[src/rtl/dtc_params.svh]
// Register offsets, field positions, reset values and timing counts of the dual timer
`ifndef DTC_PARAMS_SVH
`define DTC_PARAMS_SVH

// ----------------------------------------------------------------------------
// Register byte addresses
// ----------------------------------------------------------------------------
`define DTC_A_RUNFLAG 8'h88
`define DTC_A_MODE    8'h89
`define DTC_A_T0LO    8'h8A
`define DTC_A_T1LO    8'h8B
`define DTC_A_T0HI    8'h8C
`define DTC_A_T1HI    8'h8D

// ----------------------------------------------------------------------------
// Run/flag register bits
// ----------------------------------------------------------------------------
`define DTC_B_OVF1  7
`define DTC_B_RUN1  6
`define DTC_B_OVF0  5
`define DTC_B_RUN0  4
`define DTC_B_XREQ1 3
`define DTC_B_XTYP1 2
`define DTC_B_XREQ0 1
`define DTC_B_XTYP0 0

// ----------------------------------------------------------------------------
// Mode register bits, timer 1 in the upper nibble
// ----------------------------------------------------------------------------
`define DTC_B_GATE1 7
`define DTC_B_CSEL1 6
`define DTC_B_MODE1 4
`define DTC_B_GATE0 3
`define DTC_B_CSEL0 2
`define DTC_B_MODE0 0

// ----------------------------------------------------------------------------
// Reset values and timing
// ----------------------------------------------------------------------------
`define DTC_RST_RUNFLAG 8'h00
`define DTC_RST_MODE    8'h00
`define DTC_RST_COUNT   8'h00
`define DTC_MC_CLKS     12

`endif

[src/rtl/dtc_pkg.sv]
// Types shared by the dual timer/counter control block
package dtc_pkg;

    typedef enum logic [1:0] {
        DTC_M_PRESCALE = 2'b00,
        DTC_M_CASCADE  = 2'b01,
        DTC_M_RELOAD   = 2'b10,
        DTC_M_SPLIT    = 2'b11
    } dtc_mode_t;

    typedef struct packed {
        logic       wr;
        logic       rd;
        logic [7:0] addr;
        logic [7:0] wdata;
    } dtc_sfr_t;

    typedef struct packed {
        logic       wr;
        logic [2:0] sel;
        logic       val;
    } dtc_bit_t;

    typedef struct packed {
        logic ext_irq1;
        logic timer1;
        logic ext_irq0;
        logic timer0;
    } dtc_vec_t;

    typedef struct packed {
        logic [1:0] gate_pin;
        logic [1:0] count_input;
    } dtc_pins_t;

    typedef struct packed {
        logic [7:0] hi;
        logic [7:0] lo;
        logic       ovf;
    } dtc_cnt_t;

endpackage : dtc_pkg

[src/rtl/dtc_timer_ctrl.sv]
// Dual timer/counter control and data registers on the special-function bus
//
// Contract
// Timer 1 gated: count needs pin and run
// Gate clear: run bit alone enables timer
// Timer 0 gated: count needs pin and run
// Timer 1 select: pin events or machine cycles
// Timer 0 select: pin events or machine cycles
// Mode 00: high byte, 5-bit low prescaler
// Mode 01: bytes cascaded, sixteen bits
// Mode 10: low byte reloads from high
// Timer 1 mode 11: counting stops
// Timer 0 mode 11: two separate bytes
// Timer 1 overflow sets flag, vector clears
// Timer 0 overflow sets flag, vector clears
// Timer 1 runs while its run bit set
// Timer 0 runs while its run bit set
// Interrupt 1 request on edge or level
// Interrupt 0 request on edge or level
// Vector clears edge requests; level follows pin
// Trigger bit set edge, clear level
// Low four bits never steer timers
// Each timer holds two byte registers
// Run/flag register resets zero, bit-writable
// Timer 0 bytes at 8C and 8A
// Timer ticks once per twelve clocks
// Counter samples pin once per machine cycle
// Mode register at 89, resets zero
// Hardware set beats vector clear
`timescale 1ns/10ps
`default_nettype none
`include "dtc_params.svh"

module dtc_timer_ctrl
    import dtc_pkg::*;
#(
    parameter int MC_CLKS = `DTC_MC_CLKS
)
(
    input  wire logic      i_clk_sys,
    input  wire logic      i_rstn,
    input  wire dtc_sfr_t  i_sfr,
    input  wire dtc_bit_t  i_bit,
    input  wire dtc_vec_t  i_vec,
    input  wire dtc_pins_t i_pins,
    output logic [7:0]     o_sfr_rdata,
    output logic           o_sfr_rvalid,
    output dtc_vec_t       o_req
);

    localparam logic [3:0] MC_LAST = 4'(MC_CLKS - 1);

    // ------------------------------------------------------------------------
    // Registers and nets
    // ------------------------------------------------------------------------
    logic [7:0] runflag_r;
    logic [7:0] runflag_nxt;
    logic [7:0] mode_r;
    logic [7:0] lo_r [2];
    logic [7:0] hi_r [2];
    logic [3:0] pin_m_r;
    logic [3:0] pin_s_r;
    logic [1:0] gate_d_r;
    logic [1:0] samp_r;
    logic [3:0] mc_cnt_r;
    logic       mc_tick_r;
    logic [7:0] rdata_r;
    logic       rvalid_r;
    logic [1:0] gate_s;
    logic [1:0] cin_s;
    logic [1:0] en;
    logic [1:0] tick;
    logic [1:0] step_en;
    logic [1:0] ovf_evt;
    logic [1:0] xfall;
    logic [1:0] run;
    dtc_mode_t  md [2];
    dtc_cnt_t   step [2];
    logic       split0;
    logic       split_hi_en;
    logic       wr_rf;

    assign gate_s = pin_s_r[3:2];
    assign cin_s  = pin_s_r[1:0];
    assign run    = {runflag_r[`DTC_B_RUN1], runflag_r[`DTC_B_RUN0]};
    assign wr_rf  = i_sfr.wr && (i_sfr.addr == `DTC_A_RUNFLAG);

    // ------------------------------------------------------------------------
    // Count step for one timer in its mode
    // ------------------------------------------------------------------------
    function automatic dtc_cnt_t cnt_step(input dtc_mode_t m, input logic is_t0,
                                          input logic [7:0] lo, input logic [7:0] hi);
        dtc_cnt_t r;
        r.lo  = lo;
        r.hi  = hi;
        r.ovf = 1'b0;
        unique case (m)
            DTC_M_PRESCALE:
            begin
                r.lo = {lo[7:5], 5'(lo[4:0] + 5'h01)};
                if (lo[4:0] == 5'h1F)
                begin
                    r.hi  = 8'(hi + 8'h01);
                    r.ovf = (hi == 8'hFF);
                end
            end
            DTC_M_CASCADE:
            begin
                {r.hi, r.lo} = 16'({hi, lo} + 16'h0001);
                r.ovf        = ({hi, lo} == 16'hFFFF);
            end
            DTC_M_RELOAD:
            begin
                r.lo  = (lo == 8'hFF) ? hi : 8'(lo + 8'h01);
                r.ovf = (lo == 8'hFF);
            end
            DTC_M_SPLIT:
            begin
                if (is_t0)
                begin
                    r.lo  = 8'(lo + 8'h01);
                    r.ovf = (lo == 8'hFF);
                end
            end
        endcase
        return r;
    endfunction : cnt_step

    // ------------------------------------------------------------------------
    // Pin synchronisers
    // ------------------------------------------------------------------------
    always_ff @(posedge i_clk_sys or negedge i_rstn)
    begin
        if (!i_rstn)
        begin
            pin_m_r  <= 4'hF;
            pin_s_r  <= 4'hF;
            gate_d_r <= 2'h3;
        end
        else
        begin
            pin_m_r  <= i_pins;
            pin_s_r  <= pin_m_r;
            gate_d_r <= gate_s;
        end
    end

    assign xfall = gate_d_r & ~gate_s;

    // ------------------------------------------------------------------------
    // Machine-cycle divider
    // ------------------------------------------------------------------------
    always_ff @(posedge i_clk_sys or negedge i_rstn)
    begin
        if (!i_rstn)
        begin
            mc_cnt_r  <= 4'h0;
            mc_tick_r <= 1'b0;
        end
        else
        begin
            mc_tick_r <= (mc_cnt_r == MC_LAST);
            mc_cnt_r  <= (mc_cnt_r == MC_LAST) ? 4'h0 : 4'(mc_cnt_r + 4'h1);
        end
    end

    // ------------------------------------------------------------------------
    // Counter-input sampling, one sample per machine cycle
    // ------------------------------------------------------------------------
    always_ff @(posedge i_clk_sys or negedge i_rstn)
    begin
        if (!i_rstn)
        begin
            samp_r <= 2'h0;
        end
        else if (mc_tick_r)
        begin
            samp_r <= cin_s;
        end
    end

    // ------------------------------------------------------------------------
    // Enables and steps per timer
    // ------------------------------------------------------------------------
    generate
        for (genvar g = 0; g < 2; g++)
        begin : g_tmr
            localparam int MB = (g == 0) ? `DTC_B_MODE0 : `DTC_B_MODE1;
            localparam int GB = (g == 0) ? `DTC_B_GATE0 : `DTC_B_GATE1;
            localparam int CB = (g == 0) ? `DTC_B_CSEL0 : `DTC_B_CSEL1;
            assign md[g]      = dtc_mode_t'(mode_r[MB+1:MB]);
            assign en[g]      = run[g] && (!mode_r[GB] || gate_s[g]);
            assign tick[g]    = mode_r[CB] ? (mc_tick_r && samp_r[g] && !cin_s[g]) : mc_tick_r;
            assign step_en[g] = en[g] && tick[g];
            assign step[g]    = cnt_step(md[g], (g == 0), lo_r[g], hi_r[g]);
        end
    endgenerate

    assign split0      = (md[0] == DTC_M_SPLIT);
    assign split_hi_en = split0 && run[1] && mc_tick_r;
    assign ovf_evt[0]  = step_en[0] && step[0].ovf;
    assign ovf_evt[1]  = split0 ? (split_hi_en && (hi_r[0] == 8'hFF))
                                : (step_en[1] && step[1].ovf && (md[1] != DTC_M_SPLIT));

    // ------------------------------------------------------------------------
    // Data registers, two bytes per timer
    // ------------------------------------------------------------------------
    always_ff @(posedge i_clk_sys or negedge i_rstn)
    begin
        if (!i_rstn)
        begin
            for (int i = 0; i < 2; i++)
            begin
                lo_r[i] <= `DTC_RST_COUNT;
                hi_r[i] <= `DTC_RST_COUNT;
            end
        end
        else
        begin
            for (int i = 0; i < 2; i++)
            begin
                if (i_sfr.wr && (i_sfr.addr == ((i == 0) ? `DTC_A_T0LO : `DTC_A_T1LO)))
                begin
                    lo_r[i] <= i_sfr.wdata;
                end
                else if (step_en[i])
                begin
                    lo_r[i] <= step[i].lo;
                end
                if (i_sfr.wr && (i_sfr.addr == ((i == 0) ? `DTC_A_T0HI : `DTC_A_T1HI)))
                begin
                    hi_r[i] <= i_sfr.wdata;
                end
                else if ((i == 0) && split0)
                begin
                    if (split_hi_en)
                    begin
                        hi_r[i] <= 8'(hi_r[i] + 8'h01);
                    end
                end
                else if (step_en[i])
                begin
                    hi_r[i] <= step[i].hi;
                end
            end
        end
    end

    // ------------------------------------------------------------------------
    // Mode register
    // ------------------------------------------------------------------------
    always_ff @(posedge i_clk_sys or negedge i_rstn)
    begin
        if (!i_rstn)
        begin
            mode_r <= `DTC_RST_MODE;
        end
        else if (i_sfr.wr && (i_sfr.addr == `DTC_A_MODE))
        begin
            mode_r <= i_sfr.wdata;
        end
    end

    // ------------------------------------------------------------------------
    // Run/flag register next value
    // ------------------------------------------------------------------------
    always_comb
    begin
        runflag_nxt = runflag_r;
        if (wr_rf)
        begin
            runflag_nxt = i_sfr.wdata;
        end
        if (i_bit.wr)
        begin
            runflag_nxt[i_bit.sel] = i_bit.val;
        end
        if (i_vec.timer1)
        begin
            runflag_nxt[`DTC_B_OVF1] = 1'b0;
        end
        if (i_vec.timer0)
        begin
            runflag_nxt[`DTC_B_OVF0] = 1'b0;
        end
        if (ovf_evt[1])
        begin
            runflag_nxt[`DTC_B_OVF1] = 1'b1;
        end
        if (ovf_evt[0])
        begin
            runflag_nxt[`DTC_B_OVF0] = 1'b1;
        end
        for (int k = 0; k < 2; k++)
        begin
            if (runflag_r[`DTC_B_XTYP0 + 2 * k])
            begin
                if (i_vec[2 * k + 1])
                begin
                    runflag_nxt[`DTC_B_XREQ0 + 2 * k] = 1'b0;
                end
                if (xfall[k])
                begin
                    runflag_nxt[`DTC_B_XREQ0 + 2 * k] = 1'b1;
                end
            end
            else
            begin
                runflag_nxt[`DTC_B_XREQ0 + 2 * k] = !gate_s[k];
            end
        end
    end

    always_ff @(posedge i_clk_sys or negedge i_rstn)
    begin
        if (!i_rstn)
        begin
            runflag_r <= `DTC_RST_RUNFLAG;
        end
        else
        begin
            runflag_r <= runflag_nxt;
        end
    end

    // ------------------------------------------------------------------------
    // Register read port
    // ------------------------------------------------------------------------
    always_ff @(posedge i_clk_sys or negedge i_rstn)
    begin
        if (!i_rstn)
        begin
            rdata_r  <= 8'h00;
            rvalid_r <= 1'b0;
        end
        else
        begin
            rvalid_r <= i_sfr.rd;
            if (i_sfr.rd)
            begin
                unique case (i_sfr.addr)
                    `DTC_A_RUNFLAG: rdata_r <= runflag_r;
                    `DTC_A_MODE:    rdata_r <= mode_r;
                    `DTC_A_T0LO:    rdata_r <= lo_r[0];
                    `DTC_A_T1LO:    rdata_r <= lo_r[1];
                    `DTC_A_T0HI:    rdata_r <= hi_r[0];
                    `DTC_A_T1HI:    rdata_r <= hi_r[1];
                    default:        rdata_r <= 8'h00;
                endcase
            end
        end
    end

    assign o_sfr_rdata  = rdata_r;
    assign o_sfr_rvalid = rvalid_r;
    assign o_req        = '{ext_irq1: runflag_r[`DTC_B_XREQ1], timer1: runflag_r[`DTC_B_OVF1],
                            ext_irq0: runflag_r[`DTC_B_XREQ0], timer0: runflag_r[`DTC_B_OVF0]};
endmodule : dtc_timer_ctrl
`default_nettype wire

[config.mk]
export PLATFORM = sky130hd
export DESIGN_NAME = dtc_timer_ctrl
export DESIGN_NICKNAME = d
export VERILOG_FILES = /design/src/rtl/dtc_pkg.sv /design/src/rtl/dtc_timer_ctrl.sv
export VERILOG_INCLUDE_DIRS = /design/src /design/src/rtl
export SDC_FILE = /design/constraint.sdc
export NUM_CORES = 1
export LEC_CHECK = 0
export ABC_CLOCK_PERIOD_IN_PS = 6100
export BUFFER_PORTS_ARGS = -buffer_cell sky130_fd_sc_hd__buf_2
export CAP_MARGIN = 10
export CORE_MARGIN = 1.5
export CORE_UTILIZATION = 55
export CTS_BUF_LIST = sky130_fd_sc_hd__clkbuf_8
export DETAILED_ROUTE_END_ITERATION = 10
export PLACE_DENSITY = 0.75
export SETUP_SLACK_MARGIN = 0.5
export SYNTH_ARGS = -nofsm -noshare
export SYNTH_HDL_FRONTEND = slang
export SYNTH_SLANG_ARGS = --single-unit
[constraint.sdc]
create_clock -name i_clk_sys -period 6.1 [get_ports i_clk_sys]
set_clock_uncertainty 0.05 [all_clocks]
set_input_delay 0.61 -clock i_clk_sys [delete_from_list [all_inputs] [get_ports i_clk_sys]]
set_output_delay 0.61 -clock i_clk_sys [all_outputs]
set_load 0.01 [all_outputs]
After elaboration in Yosys (flattened, before gate mapping)
Cells that the tools add are included.
{"block": "classes", "n_addsub": 9, "order_cmp": 2, "eq_ne": 26, "muxes": 40, "n_bitwise": 2, "reduce_logical": 44}
{"op": "two-way mux 8 bit", "n": 16}
{"op": "equality test 8 bit, second input constant", "n": 10}
{"op": "case mux 8 bit (6 select lines)", "n": 1}
{"op": "case mux 9 bit (4 select lines)", "n": 1}
{"op": "adder 16 x 1 -> 16 bit, second input constant", "n": 2}
{"op": "adder 8 x 1 -> 8 bit, second input constant", "n": 4}
{"op": "equality test 16 bit, second input constant", "n": 2}
{"op": "case mux 8 bit (2 select lines)", "n": 2}
{"op": "case mux 9 bit (3 select lines)", "n": 1}
{"op": "logical AND 1 bit", "n": 21}
{"op": "two-way mux 1 bit", "n": 16}
{"op": "adder 5 x 1 -> 5 bit, second input constant", "n": 2}
{"op": "equality test 5 bit, second input constant", "n": 2}
{"op": "nonzero test 3 bit", "n": 3}
{"op": "bitwise mux 8 bit", "n": 1}
{"op": "nonzero test 4 bit", "n": 2}
{"op": "equality test 2 bit, second input constant", "n": 3}
{"op": "zero test 1 bit", "n": 6}
{"op": "inequality test 2 bit, second input constant", "n": 3}
{"op": "AND reduction 3 bit", "n": 2}
{"op": "nonzero test 2 bit", "n": 3}
{"op": "adder 4 x 1 -> 4 bit, second input constant", "n": 1}
{"op": "equality test 2 x 1 -> 1 bit, second input constant", "n": 2}
{"op": "equality test 4 bit, second input constant", "n": 1}
{"op": "other kinds (13)", "n": 16}
{"block": "word_totals", "regBits": 74, "inputBits": 33, "out_inout_bits": 13, "elab_cells": 139}

Logic depth before layout (Yosys ltp)
{"block": "logic_depth", "word_depth": 9, "mapped_depth": 9}

Worst setup path after synthesis
No wires, ideal clock.
{"block": "synth_path", "path_type": "reg2reg", "from": "register lo_r[8] (netlist name)", "to": "register hi_r[15] (netlist name)", "setup_ns": 0.082, "t_arrival_ns": 2.297, "required_time_ns": 5.968, "setup_slack_ns": 3.671, "stages_incl_launch_ff": 10, "synth_period_minus_slack_ns": 2.429, "cell_sequence": "dfrtp_1 -> ha_1 -> and3_1 -> ha_1 -> inv_1 -> a222oi_1 -> o21ai_0 -> buf_2 -> or4b_1 -> a31oi_1"}
{"block": "synth_via", "elab_chain_cells": 5, "word_cells_on_any_way": 8, "cone_classes": "add/sub (1); eq/ne (2); mux (4); reduce/logical (1)"}
{"element": "start, declared", "line_no": "dtc_timer_ctrl.sv:59", "source": "logic [7:0] lo_r [2];"}
{"element": "start signal, assigned by index", "line_no": "dtc_timer_ctrl.sv:214", "source": "lo_r[i] <= `DTC_RST_COUNT;"}
{"element": "start signal, assigned by index", "line_no": "dtc_timer_ctrl.sv:224", "source": "lo_r[i] <= i_sfr.wdata;"}
{"element": "start signal, assigned by index", "line_no": "dtc_timer_ctrl.sv:228", "source": "lo_r[i] <= step[i].lo;"}
{"element": "adder 16 x 1 -> 16 bit", "line_no": "dtc_timer_ctrl.sv:109", "source": "{r.hi, r.lo} = 16'({hi, lo} + 16'h0001);"}
{"element": "case mux 8 bit (2 select lines)", "line_no": "dtc_timer_ctrl.sv:97", "source": "unique case (m)"}
{"element": "two-way mux 8 bit", "line_no": "dtc_timer_ctrl.sv:241", "source": "else if (step_en[i])"}
{"element": "two-way mux 8 bit", "line_no": "dtc_timer_ctrl.sv:234", "source": "else if ((i == 0) && split0)"}
{"element": "two-way mux 8 bit", "line_no": "dtc_timer_ctrl.sv:230", "source": "if (i_sfr.wr && (i_sfr.addr == ((i == 0) ? `DTC_A_T0HI : `DTC_A_T1HI)))"}
{"element": "end signal, assigned by index", "line_no": "dtc_timer_ctrl.sv:232", "source": "hi_r[i] <= i_sfr.wdata;"}
{"element": "end signal, assigned by index", "line_no": "dtc_timer_ctrl.sv:238", "source": "hi_r[i] <= 8'(hi_r[i] + 8'h01);"}
{"element": "end signal, assigned by index", "line_no": "dtc_timer_ctrl.sv:243", "source": "hi_r[i] <= step[i].hi;"}
{"element": "end, declared", "line_no": "dtc_timer_ctrl.sv:60", "source": "logic [7:0] hi_r [2];"}
Parallel ways exist; a longest one is shown, timed or not. The select of a mux whose other input is x is not followed.
A chain may end at the register's enable or synchronous reset.

Final worst setup path
{"block": "layout_path", "from": "register lo_r[8] (netlist name)", "to": "register hi_r[13] (netlist name)"}
The elaborated chain is that of the path after synthesis.

==> impl_metrics.toml <==
[detailed_routing]
totalWireLength_um = 13300
drt-pass1-iter-count = 7
via_count = 4372
drc_errors = 0
drt_iter0_markers = 489
drt.antenna.violating_nets = 0
viasPerCell = 6.55
routedWlPerCell_um = 19.9

[finish]
drive_above_1_share_pct = 18.0
diodes = 0
nFillCells = 726
area_growth_pct = 9.90
regArea_sq_mm = 0.00186
multi_input_area_sq_mm = 0.00271
layout.nets = 601
design_area_sq_mm = 0.00525

[clock_network]
post_cts_resize_count = 0
clock_latency_ns = 0.37
cts_max_path_buffers = 2
postCtsSetupBuffers = 0
cts_root_buffer = "clkbuf_8"
cts_sinks = 74
htreeDepth = 3
cts_made_buffers = 9
cts-hold-fix-buffers = 0
clk_pin_slew_worst_paths_ns = 0.08
cts_tree = "yes"

[timing]
fin_crit_sh_pct = 50.1
fin_crit_ns = 3.06
max_freq_mhz = 327
grt_setup_unrepaired = "no"
setup_violations = 0
worst_pin_slew_ns = 1.10
final_hold_viol_count = 0
slew_headroom_pct = 25.9
setup_slack_ns = 3.04
finalMaxSlewViolations = 0
hold_ws_ns = 0.287
setup-tns-final_ns = 0

[yosys]
synth_edf_count = 0
syn-num-nets = 574
avgSynthCellArea_sq_um = 9.02
synth-seq-area-share_pct = 39.0
ys_ff_latch = 74
synth_warnings = 0
ys_types = 70
synth_cells = 530
synth_area_sq_mm = 0.00478
synthArstFlopShare_pct = 100
synthFlopType = "dfrtp_1"

[placement]
placed_area_sq_mm = 0.00501
io_buffers = 45
place_ws_ns = 3.15
place_congestion = 0.914
hpwl_um = 9330

[floorplanning]
chipWidth_um = 96.2
dieArea_sq_mm = 0.00926
rows = 33
ios = 46
die_h_um = 96.2
core_area_sq_mm = 0.00830
initial_core_util_pct = 57.6

[setup_path]
cpMaxStageDelayCell = "or4b_2"
cp.arrival_ns = 3.29
worst-path-max-fanout = 12
ff2ff_setup_slack_ns = 3.04
endpoint_kind = "register"
crit_required_ns = 6.34
start_kind = "register"
cpPeakStageDelay_ns = 0.73
cp_cell_sequence = "ha_1 -> and3_1 -> ha_1 -> inv_1 -> a222oi_1 -> o21ai_0 -> or4b_2 -> a31oi_1"
critical_path.top_delay_family = "compound AO/OA/AOI/OAI gates"
worst-setup-path-type = "reg2reg"
cpMostUsedCell = "ha_1"
path_buf_inv = 1

[pwr]
sequentialPowerShare_pct = 42.7
power.density_mw_per_mm2 = 323
p_sw_mw = 0.637
total_power_mw = 1.70
switching_share_pct = 37.6
pwr-share-clk_pct = 27.6
p_comb_share_pct = 29.7
power.leakage_nw = 2.18
ir_drop_v = 0.000242
p_int_mw = 1.06

[grt]
grt_max_degree = 75
grt_pass1_vias = 3929
grt_pass1_wl_um = 21000
grt_overflow = 0
antenna_found_initial = 0
groute.usage.overall_pct = 30.8

[outcome]
status = "finished, final reports clean"

[hold_path]
hp-class = "in2reg"

[flow_run]
drv_cap = 0
through the flow:
| stage | util (%) | instances |
|---|---|---|
| final | 63.3 | 667 |
| after global routing | 63.3 | 667 |
| after CTS | 63.3 | 667 |
| after detailed placement | 60.3 | 651 |
| after global placement | 60.3 | 651 |
| after floorplan | - | 530 |
state kept, by name, summed over array words and instances, names as in the netlist:
name          cells
o_sfr_rdata       8
mode_r            8
pin_m_r           4
pin_s_r           4
hi_r             16
mc_cnt_r          4
o_sfr_rvalid      1
gate_d_r          2
mc_tick_r         1
samp_r            2
runflag_r         8
lo_r             16
worst paths after layout:
| check | from | cells past startpoint | end |
|---|---|---|---|
| setup / recovery | lo_r[8] | 8 | hi_r[13] |
| hold / removal | i_pins[0] | 1 | pin_m_r[0] |
| setup reg to reg | lo_r[8] | 8 | hi_r[13] |
| hold reg to reg | pin_m_r[0] | 0 | pin_s_r[0] |
| max in group asynchronous | i_rstn | 1 | runflag_r[3] |
| min in group asynchronous | i_rstn | 1 | lo_r[7] |
cells by family after synthesis:
logic type                 Yosys count  synth area share, %
xor gates and xnor gates            14                 2.57
DFF                                 74                 39.0
and+or+nand+nor                    203                 22.0
buffers and inverters               48                 4.27
muxes                               39                 8.69
AOI/OAI and AO/OA                  141                 20.6
adders and majority gates           11                 2.88
cell usage after synthesis (10+ instances only):
cell type	count	area, sq um
a21oi_1	20	100
clkbuf_1	18	67.6
dfrtp_1	64	1600
dfstp_2	10	263
ha_1	11	138
inv_1	18	67.6
mux2_2	16	180
mux2i_1	22	220
nand2_1	52	195
nand3_1	18	90.1
nor2_1	49	184
nor2b_1	10	62.6
nor3_1	17	85.1
o21ai_0	36	180
o31ai_1	12	90.1
xor2_1	10	87.6
worst reg2reg max path, stage by stage, from the launching register on:
cell	delay [ns]
dfrtp_1	0.44
ha_1	0.24
and3_1	0.18
ha_1	0.17
inv_1	0.05
a222oi_1	0.45
o21ai_0	0.49
or4b_2	0.74
a31oi_1	0.17
routing by layer:
layer  global-route usage [%]  up-vias  share of wire, %
met2                     44.5      219                43
met3                     4.66       28               8.3
li1                         -     2032                 -
met5                        0        -                 0
met4                     13.2        0               3.1
met1                     45.4     2093                45
cells in the final DEF, fill, tap and decap left out, types with 4 or more instances in the layout:
master | Yosys | layout
and3_1 | 7 | 7
buf_2 | 7 | 44
a31oi_1 | 7 | 7
nand2_1 | 52 | 52
nor3_1 | 17 | 17
nand3_1 | 18 | 18
ha_1 | 11 | 11
nand2b_1 | 9 | 9
mux2_2 | 16 | 16
o31ai_1 | 12 | 12
dfstp_2 | 10 | 10
and4_1 | 4 | 4
a22o_1 | 6 | 6
nand4_1 | 9 | 9
xnor2_1 | 4 | 4
dfrtp_1 | 64 | 64
o21ai_0 | 36 | 36
a211oi_1 | 7 | 7
o22ai_1 | 7 | 7
inv_1 | 18 | 19
xor2_1 | 10 | 10
clkbuf_8 | 0 | 9
mux2i_1 | 22 | 22
o41ai_1 | 6 | 6
a21oi_1 | 20 | 20
or3_1 | 6 | 6
nor2_1 | 49 | 49
a22oi_1 | 6 | 6
nor2b_1 | 10 | 10
power groups by stage:
stage | clock [mW] | combinational, mW | sequential, mW
after floorplan | 0 | 0.389 | 0.662
after global placement | 0 | 0.483 | 0.725
after detailed placement | 0 | 0.491 | 0.727
after CTS | 0.475 | 0.494 | 0.718
after global routing | 0.495 | 0.560 | 0.734
final | 0.468 | 0.504 | 0.724
area by class of cell:
class,instances,share of cell area [%]
well taps,105,2.50
multi-input cells,408,51.6
repair buffers,46,4.48
clock buffers,9,2.36
inverters,18,1.29
clock inverters,7,2.26
flip-flops and latches,74,35.5
Power figures use the tool's default switching activity.
